$ cat src/shared/analog_map_pkg.sv
package analog_map_pkg;

    // ------------------------------------------------------------
    // Register map (APB byte addresses)
    // ------------------------------------------------------------
    localparam logic [7:0] ADDR_RANGE   = 8'h00;
    localparam logic [7:0] ADDR_FUNC    = 8'h04;
    localparam logic [7:0] ADDR_START   = 8'h08;
    localparam logic [7:0] ADDR_END     = 8'h0c;
    localparam logic [7:0] ADDR_FILTER  = 8'h10;
    localparam logic [7:0] ADDR_SMOOTH  = 8'h14;
    localparam logic [7:0] ADDR_STATUS  = 8'h18;
    localparam logic [7:0] ADDR_CODE    = 8'h1c;
    localparam logic [7:0] ADDR_PINSEL  = 8'h20;

    // ------------------------------------------------------------
    // Widths and reset values
    // ------------------------------------------------------------
    localparam int          BEAM_W        = 8;
    localparam int          CODE_W        = 12;
    localparam logic [12:0] CODE_SPAN     = 13'h1000;
    localparam logic [2:0]  RANGE_RST     = 3'h0;
    localparam logic [2:0]  FUNC_RST      = 3'h0;
    localparam logic [7:0]  START_RST     = 8'h01;
    localparam logic [7:0]  END_RST       = 8'h20;
    localparam logic [7:0]  FILTER_RST    = 8'h01;
    localparam logic [7:0]  SMOOTH_RST    = 8'h01;
    localparam logic [1:0]  PINSEL_RST    = 2'h2;

    // Converter codes for range ends: 20 mA full scale of 24 mA, 4 mA start
    localparam logic [11:0] CODE_FULL     = 12'hfff;
    localparam logic [11:0] CODE_4MA_OF20 = 12'h333;
    localparam logic [11:0] CODE_20MA_24  = 12'hd55;
    localparam logic [11:0] CODE_5V_OF11  = 12'h745;
    localparam logic [11:0] CODE_10V_OF11 = 12'he8b;

    // ------------------------------------------------------------
    // Enumerations
    // ------------------------------------------------------------
    typedef enum logic [2:0] {
        RNG_OFF = 3'h0, RNG_V5 = 3'h1, RNG_V10 = 3'h2, RNG_V11 = 3'h3,
        RNG_MA4_20 = 3'h4, RNG_MA0_20 = 3'h5, RNG_MA0_24 = 3'h6
    } range_t;

    typedef enum logic [2:0] {
        FN_OFF = 3'h0,
        first_interrupted_beam = 3'h1, first_uninterrupted_beam = 3'h2,
        last_interrupted_beam = 3'h3, last_uninterrupted_beam = 3'h4,
        total_interrupted_beams = 3'h5, total_uninterrupted_beams = 3'h6
    } func_t;

    // Results of all evaluation functions for one measurement cycle
    typedef struct packed {
        logic [7:0] first_int;
        logic [7:0] first_free;
        logic [7:0] last_int;
        logic [7:0] last_free;
        logic [7:0] total_int;
        logic [7:0] total_free;
    } beam_result_t;

    // Converter output word
    typedef struct packed {
        logic        voltage;
        logic [11:0] code;
    } dac_word_t;

endpackage : analog_map_pkg

$ cat src/rtl/beam_to_analog_output_mapper.sv
// Decided for this implementation: the APB slave port and the address map.
`timescale 1ns/10ps

module beam_to_analog_output_mapper
    import analog_map_pkg::*;
#(
    parameter int NUM_BEAMS = 32
) (
    // Clock and reset
    input  wire logic             pclk,
    input  wire logic             presetn,
    // APB slave
    input  wire logic             psel,
    input  wire logic             penable,
    input  wire logic             pwrite,
    input  wire logic [7:0]       paddr,
    input  wire logic [31:0]      pwdata,
    output logic      [31:0]      prdata,
    output logic                  pready,
    output logic                  pslverr,
    // Non-volatile storage: restore at power-up, save on change
    input  wire logic             nv_valid,
    input  wire logic [47:0]      nv_data,
    output logic                  nv_save,
    output logic      [47:0]      nv_wdata,
    // Local panel writes (same clock domain)
    input  wire logic             panel_we,
    input  wire logic [7:0]       panel_addr,
    input  wire logic [7:0]       panel_data,
    // Measurement cycle: beam state per cycle, interrupted = 1
    input  wire logic             meas_strobe,
    input  wire logic [NUM_BEAMS-1:0] beam_state,
    // Converter and pin assignment
    output dac_word_t             dac_out,
    output logic                  dac_load,
    output logic      [1:0]       pin_enable,
    output logic                  detect
);

    // ------------------------------------------------------------
    // Helper functions
    // ------------------------------------------------------------

    // Range end codes: minimum and maximum converter code per range
    function automatic logic [23:0] range_ends(input logic [2:0] r);
        case (r)
            RNG_V5:     range_ends = {12'h000, CODE_5V_OF11};
            RNG_V10:    range_ends = {12'h000, CODE_10V_OF11};
            RNG_V11:    range_ends = {12'h000, CODE_FULL};
            RNG_MA4_20: range_ends = {CODE_4MA_OF20, CODE_20MA_24};
            RNG_MA0_20: range_ends = {12'h000, CODE_20MA_24};
            RNG_MA0_24: range_ends = {12'h000, CODE_FULL};
            default:    range_ends = 24'h000000;
        endcase
    endfunction : range_ends

    // Low byte of a bus word
    function automatic logic [7:0] lo8(input logic [31:0] d);
        lo8 = d[7:0];
    endfunction : lo8

    // ------------------------------------------------------------
    // Configuration registers
    // ------------------------------------------------------------
    logic [2:0] range_reg;
    logic [2:0] func_reg;
    logic [7:0] start_reg;
    logic [7:0] end_reg;
    logic [7:0] filter_reg;
    logic [7:0] smooth_reg;
    logic [1:0] pinsel_reg;
    logic       restored_reg;
    logic       cfg_dirty_reg;

    wire apb_wr = psel && penable && pwrite;
    wire apb_rd = psel && !penable && !pwrite;
    wire addr_ok = (paddr <= ADDR_PINSEL) && (paddr[1:0] == 2'b00);

    // Single writer: APB wins over panel only when both land together;
    // otherwise whichever arrives later simply overwrites
    wire       cfg_we   = apb_wr || panel_we;
    wire [7:0] cfg_addr = apb_wr ? paddr : panel_addr;
    wire [7:0] cfg_data = apb_wr ? lo8(pwdata) : panel_data;

    // Restore once from storage, then accept writes in arrival order
    always_ff @(posedge pclk or negedge presetn) begin
        if (!presetn) begin
            range_reg     <= RANGE_RST;
            func_reg      <= FUNC_RST;
            start_reg     <= START_RST;
            end_reg       <= END_RST;
            filter_reg    <= FILTER_RST;
            smooth_reg    <= SMOOTH_RST;
            pinsel_reg    <= PINSEL_RST;
            restored_reg  <= 1'b0;
        end else if (!restored_reg && nv_valid) begin
            range_reg     <= nv_data[42:40];
            func_reg      <= nv_data[34:32];
            start_reg     <= nv_data[31:24];
            end_reg       <= nv_data[23:16];
            filter_reg    <= nv_data[15:8];
            smooth_reg    <= nv_data[7:0];
            pinsel_reg    <= nv_data[45:44];
            restored_reg  <= 1'b1;
            // Restore beats a write in the same cycle
        end else if (cfg_we) begin
            if (cfg_addr == ADDR_RANGE) begin
                range_reg <= cfg_data[2:0];
            end else if (cfg_addr == ADDR_FUNC) begin
                func_reg <= cfg_data[2:0];
            end else if (cfg_addr == ADDR_START) begin
                start_reg <= cfg_data;
            end else if (cfg_addr == ADDR_END) begin
                end_reg <= cfg_data;
            end else if (cfg_addr == ADDR_FILTER) begin
                filter_reg <= cfg_data;
            end else if (cfg_addr == ADDR_SMOOTH) begin
                smooth_reg <= cfg_data;
            end else if (cfg_addr == ADDR_PINSEL) begin
                pinsel_reg <= cfg_data[1:0];
            end
        end
    end

    // Save request: one pulse two cycles after any change accepted once restored
    always_ff @(posedge pclk or negedge presetn) begin
        if (!presetn) begin
            cfg_dirty_reg <= 1'b0;
            nv_save       <= 1'b0;
            nv_wdata      <= 48'h000000000000;
        end else begin
            // Only restored settings are saved
            cfg_dirty_reg <= cfg_we && restored_reg;
            nv_save       <= cfg_dirty_reg;
            nv_wdata      <= {2'b00, pinsel_reg, 1'b0, range_reg, 5'h00, func_reg,
                              start_reg, end_reg, filter_reg, smooth_reg};
        end
    end

    // ------------------------------------------------------------
    // Filter depth: count consistent measurement cycles
    // ------------------------------------------------------------
    logic [NUM_BEAMS-1:0] last_beams_reg;
    logic [NUM_BEAMS-1:0] stable_beams_reg;
    logic [7:0]           same_cnt_reg;
    logic                 eval_go_reg;
    // Nine bits: a saturated count must not wrap
    wire [8:0]            cnt_plus = {1'b0, same_cnt_reg} + 9'h001;

    always_ff @(posedge pclk or negedge presetn) begin
        if (!presetn) begin
            last_beams_reg   <= '0;
            stable_beams_reg <= '0;
            same_cnt_reg     <= 8'h00;
            eval_go_reg      <= 1'b0;
        end else begin
            // One pulse per evaluation
            eval_go_reg <= 1'b0;
            if (meas_strobe) begin
                last_beams_reg <= beam_state;
                if (beam_state != last_beams_reg) begin
                    same_cnt_reg <= 8'h01;
                end else if (same_cnt_reg != 8'hff) begin
                    same_cnt_reg <= same_cnt_reg + 8'h01;
                end
                // Evaluate once the pattern has held for the filter depth
                if (beam_state == last_beams_reg && cnt_plus >= {1'b0, filter_reg}) begin
                    stable_beams_reg <= beam_state;
                    eval_go_reg      <= 1'b1;
                end else if (filter_reg <= 8'h01) begin
                    stable_beams_reg <= beam_state;
                    eval_go_reg      <= 1'b1;
                end
            end
        end
    end

    // ------------------------------------------------------------
    // Evaluation functions over the stable pattern (beam 1 = bit 0)
    // ------------------------------------------------------------
    beam_result_t res;

    always_comb begin
        res = '0;
        // Scan down: first fields end lowest
        for (int i = NUM_BEAMS - 1; i >= 0; i--) begin
            if (stable_beams_reg[i]) begin
                res.first_int = 8'(i + 1);
            end else begin
                res.first_free = 8'(i + 1);
            end
        end
        // Scan up: last fields end highest
        for (int i = 0; i < NUM_BEAMS; i++) begin
            if (stable_beams_reg[i]) begin
                res.last_int  = 8'(i + 1);
                res.total_int = res.total_int + 8'h01;
            end else begin
                res.last_free  = 8'(i + 1);
                res.total_free = res.total_free + 8'h01;
            end
        end
    end

    // Smoothing: too few interrupted beams counts as nothing detected
    wire below_smooth = res.total_int < smooth_reg;

    logic [7:0] sel_val;

    always_comb begin
        case (func_reg)
            first_interrupted_beam:    sel_val = res.first_int;
            first_uninterrupted_beam:  sel_val = res.first_free;
            last_interrupted_beam:     sel_val = res.last_int;
            last_uninterrupted_beam:   sel_val = res.last_free;
            total_interrupted_beams:   sel_val = res.total_int;
            total_uninterrupted_beams: sel_val = res.total_free;
            default:                   sel_val = 8'h00;
        endcase
        // Too few beams report nothing
        if (below_smooth && func_reg != FN_OFF) begin
            sel_val = 8'h00;
        end
    end

    // ------------------------------------------------------------
    // Characteristic curve
    // ------------------------------------------------------------
    wire        inverted = start_reg > end_reg;
    wire [7:0]  lo_beam  = inverted ? end_reg : start_reg;
    wire [7:0]  hi_beam  = inverted ? start_reg : end_reg;
    wire [8:0]  n_beams  = {1'b0, hi_beam} - {1'b0, lo_beam} + 9'h001;
    // Position within the area, clamped to 0 .. n_beams
    logic [8:0]  pos;
    logic [12:0] step;
    logic [21:0] frac;
    logic [23:0] ends;
    logic [11:0] span;
    logic [23:0] scaled;
    logic [11:0] code_next;

    always_comb begin
        if (sel_val < lo_beam) begin
            pos = 9'h000;
        end else if (sel_val >= hi_beam) begin
            pos = n_beams;
        end else begin
            pos = {1'b0, sel_val} - {1'b0, lo_beam} + 9'h001;
        end
        // Even step of the full span per beam gives the stepped curve
        step = CODE_SPAN / 13'(n_beams);
        frac = (pos == n_beams) ? {10'h000, CODE_FULL} : 22'(pos * step);
        if (inverted) begin
            frac = {10'h000, CODE_FULL} - frac;
        end
        ends   = range_ends(range_reg);
        // Unit curve scaled into the range
        span   = ends[11:0] - ends[23:12];
        scaled = 24'(frac[11:0] * span) / 24'h000fff;
        code_next = ends[23:12] + scaled[11:0];
        // Off parks the code at zero
        if (range_reg == RNG_OFF || func_reg == FN_OFF) begin
            code_next = 12'h000;
        end
    end

    // ------------------------------------------------------------
    // Converter output and pins: registered; output updated per evaluation, pins every cycle
    // ------------------------------------------------------------
    always_ff @(posedge pclk or negedge presetn) begin
        if (!presetn) begin
            dac_out    <= '0;
            dac_load   <= 1'b0;
            pin_enable <= 2'b00;
            detect     <= 1'b0;
        end else begin
            dac_load <= eval_go_reg;
            // Off lands with the next load, never between
            if (eval_go_reg) begin
                dac_out.code    <= code_next;
                dac_out.voltage <= range_reg inside {RNG_V5, RNG_V10, RNG_V11};
                detect          <= !below_smooth;
            end
            // Off range releases both pins
            pin_enable <= (range_reg == RNG_OFF) ? 2'b00 : pinsel_reg;
        end
    end

    // ------------------------------------------------------------
    // APB read side: zero wait states, unmapped reads zero with error
    // ------------------------------------------------------------
    always_ff @(posedge pclk or negedge presetn) begin
        if (!presetn) begin
            prdata  <= 32'h00000000;
            pready  <= 1'b0;
            pslverr <= 1'b0;
        end else begin
            // Answer in the access phase
            pready  <= psel && !penable;
            pslverr <= psel && !penable && !addr_ok;
            prdata  <= 32'h00000000;
            if (apb_rd) begin
                if (paddr == ADDR_RANGE) begin
                    prdata <= {29'h0, range_reg};
                end else if (paddr == ADDR_FUNC) begin
                    prdata <= {29'h0, func_reg};
                end else if (paddr == ADDR_START) begin
                    prdata <= {24'h0, start_reg};
                end else if (paddr == ADDR_END) begin
                    prdata <= {24'h0, end_reg};
                end else if (paddr == ADDR_FILTER) begin
                    prdata <= {24'h0, filter_reg};
                end else if (paddr == ADDR_SMOOTH) begin
                    prdata <= {24'h0, smooth_reg};
                end else if (paddr == ADDR_STATUS) begin
                    prdata <= {28'h0, restored_reg, inverted, detect, dac_load};
                end else if (paddr == ADDR_CODE) begin
                    prdata <= {19'h0, dac_out.voltage, dac_out.code};
                end else if (paddr == ADDR_PINSEL) begin
                    prdata <= {30'h0, pinsel_reg};
                end
            end
        end
    end

endmodule : beam_to_analog_output_mapper

$ cat config.mk
export PLATFORM = sky130hd
export DESIGN_NAME = beam_to_analog_output_mapper
export DESIGN_NICKNAME = d
export VERILOG_FILES = /design/src/shared/analog_map_pkg.sv /design/src/rtl/beam_to_analog_output_mapper.sv
export SDC_FILE = /design/constraint.sdc
export NUM_CORES = 1
export LEC_CHECK = 0
export BUFFER_PORTS_ARGS = -buffer_cell sky130_fd_sc_hd__buf_2
export CORE_MARGIN = 5
export CORE_UTILIZATION = 55
export CTS_CLUSTER_DIAMETER = 120
export CTS_CLUSTER_SIZE = 40
export DETAILED_ROUTE_END_ITERATION = 16
export PLACE_DENSITY = 0.85
export SLEW_MARGIN = 20
export SYNTH_ARGS = -nofsm -noshare
export SYNTH_HDL_FRONTEND = slang
export SYNTH_SLANG_ARGS = --single-unit
$ cat constraint.sdc
create_clock -name pclk -period 108.9 [get_ports pclk]
set_clock_uncertainty 0.2 [all_clocks]
set_input_delay 5.445 -clock pclk [delete_from_list [all_inputs] [get_ports pclk]]
set_output_delay 5.445 -clock pclk [all_outputs]
set_load 0.02 [all_outputs]
==> impl_results.md <==
* Unique masters post-synth at 148
* Vias per std cell at 6.16
* Max_slew headroom at 24.4%
* CTS Buffer Depth at 2
* Post-Synthesis Cells at between 4k and 5k
* Post CTS Setup Buffer Count at 0
* Worst-Skew Late Latency at 510 ps
* Largest net degree at the start of global routing at 117
* Placed cell area at 35100 um2
* Die width at about 260 um
* Placed Instances at 5188
* Final Critical Period at 53570 ps
* Crit-path max cell delay at 820 ps
* Initial Util at 55.3%
* Clock sink count at 188
* Max reg flops at 40
* Layout cells sized above 1 at 10.9%
* CP max stage cell: a21oi_1
* Final Hold Viols at 0
* I/O Buffers at ~180
* Num rows at 91
* Status: finished clean
* PostCTS Resize Cnt at 0
* CP startpoint kind: register
* CTS buffer count at 17
* Initial antenna violation count at 16
* Clock root cell: clkbuf_16
* Finished Cell Area at roughly 36000 um2
* Synth area leader: dfrtp_1
* Area taken by multi-input logic gates at around 27000 um2
* Worst EP arrival at 53720 ps
* Final nets at 4981
* Post-Synthesis Cell Area at 34000 um2
* Top-area cell type share of the netlist area at 13.5%
* Top achievable clock speed at 18.7 MHz
* Finished Layout Cells at 5225
* Post-synth top cells: nand2_1, nor2_1, inv_1, ha_1, xnor2_1
* Core footprint at 61500 um2
* Sequential area share after synthesis at 13.9%
* Period Utilization, post-route at 49.2%
* Async SR Flop Fraction at 100%
* Final setup fails at 0
* First-pass GRT wire length at between 150000 and 200000 um
* Syn Area/Cell at about 7.8 um2
* EDFF count, synth at 0
* DRT antenna net count at 0
* CTS tree: done
* Die height at 259 um
* H-tree Lvls at 4
* Critical Path RT at roughly 110000 ps
* Post-synth top flop: dfrtp_1
* Seq. cell area at 4710 um2
* Total gr overflow at 0
* Yosys warning count at 0
* Top cells by area, synth: dfrtp_1, ha_1, fa_1, nand2_1, xnor2_1
* Min-delay worst type: register to register
* Post-Route Utilization at 58.0%
* Critical path class: register to register
* Area Growth Syn to Fin at 5.03%
* Final Slew Violations at 0
* DR DRC count at 0
* GP Congestion at about 1.0
* WL/cell at ~19 um
* Overall Global Routing Usage at 28.8%
* Max Cap Violations at 0
* Vias at 32.2k
* 1st-pass router iterations at 5
* Detailed Route Iter0 Violations at 2970
* Total negative slack at 0 ps
* Worst Path Max Fanout at 31
* RSZ-0062 raised after global routing: no
* Clock transition at the registers of the reported paths at about 80 ps
* Final WL at 98600 um
* Vias in the first global route at ~30k
* Hold-fix buffers at CTS at 0
* Num ports at 244
* Actual slew at the worst max-slew pin at 1130 ps
* Crit path capture type: register
* Most common cell in the netlist: nand2_1
* # fillers at 5484
* Flops & latches, synth at 188
* DP Wirelength at 78800 um
* Die area at roughly 67000 um2
* Most used cell, CP: a21oi_1
[layout make-up]
class	count	share of cell area, %
timing repair buffer	215	3.26
multi-input combinational	3667	75.6
clock buffer	17	1.19
sequential	188	13.2
tap	790	2.77
inverter	328	3.46
clock inverter	15	0.491
antenna	5	0.0351
[path summary, 6_finish.rpt]
kind,end,cells past startpoint,slack (ps),startpoint
setup / recovery,dac_out[8]$_DFFE_PN0P_,223,55330,end_reg[1]$_DFFE_PN0P_
hold / removal,nv_wdata[4]$_DFF_PN0_,0,180,smooth_reg[4]$_DFFE_PN0P_
setup reg to reg,dac_out[8]$_DFFE_PN0P_,223,55330,end_reg[1]$_DFFE_PN0P_
hold reg to reg,nv_wdata[4]$_DFF_PN0_,0,180,smooth_reg[4]$_DFFE_PN0P_
max in group asynchronous,dac_out[11]$_DFFE_PN0P_,2,101990,presetn
min in group asynchronous,last_beams_reg[8]$_DFFE_PN0P_,1,4820,presetn
[placed cells by master (no fill, tap or decap), types with 36 or more instances in the layout]
| master | instances |
|---|---|
| xor2_1 | 177 |
| and3_1 | 49 |
| nor2b_1 | 56 |
| a21oi_1 | 226 |
| mux2_2 | 72 |
| nand2_1 | 559 |
| xnor2_1 | 229 |
| a21o_1 | 76 |
| nand3_1 | 107 |
| dfrtp_1 | 183 |
| inv_1 | 322 |
| nor3_1 | 125 |
| o21ai_0 | 156 |
| nand2b_1 | 73 |
| mux2i_1 | 56 |
| and2_1 | 43 |
| nand4_1 | 40 |
| ha_1 | 275 |
| o31ai_1 | 36 |
| buf_2 | 183 |
| nor2_1 | 448 |
| fa_1 | 145 |
[logic make-up (layout without fill, tap and decap cells)]
kind of cell / Yosys count / after routing / synth area share (%)
multiplexers: 133 / 133 / 4.29
buffers and inverters: 530 / 575 / 7.15
adder cells (fa/ha/maj): 426 / 426 / 18.8
other: 1 / 32 / 0.0110
flip-flops: 188 / 188 / 13.9
XOR/XNOR: 434 / 434 / 12.3
AO/OA/AOI/OAI: 929 / 929 / 19.0
AND/OR/NAND/NOR: 1718 / 1718 / 24.5
[worst max-delay path, delay by kind of cell (launching register included)]
kind | cells | cell delay, ps
flip-flops | 1 | 500
buffers and inverters | 19 | 2690
AND/OR/NAND/NOR | 58 | 12890
adder cells (fa/ha/maj) | 29 | 10700
XOR/XNOR | 9 | 1590
multiplexers | 7 | 2210
AO/OA/AOI/OAI | 101 | 22500
[metal layers]
| metal | share of wire (%) | global-route usage (%) |
|---|---|---|
| met5 | 0.12 | 0 |
| met3 | 10 | 7.19 |
| met4 | 4.7 | 12.2 |
| met1 | 40 | 37.8 |
| met2 | 45 | 45.4 |
[per-stage QoR]
stage,worst slack (ps),hold WS [ps]
after floorplan,62130,131
after global placement,57300,157
after detailed placement,56630,168
after CTS,56240,186
after global routing,51690,201
final,55330,182
Power is not shown: default switching activity piles up to over one toggle a cycle in this logic, so the estimate is an artifact.
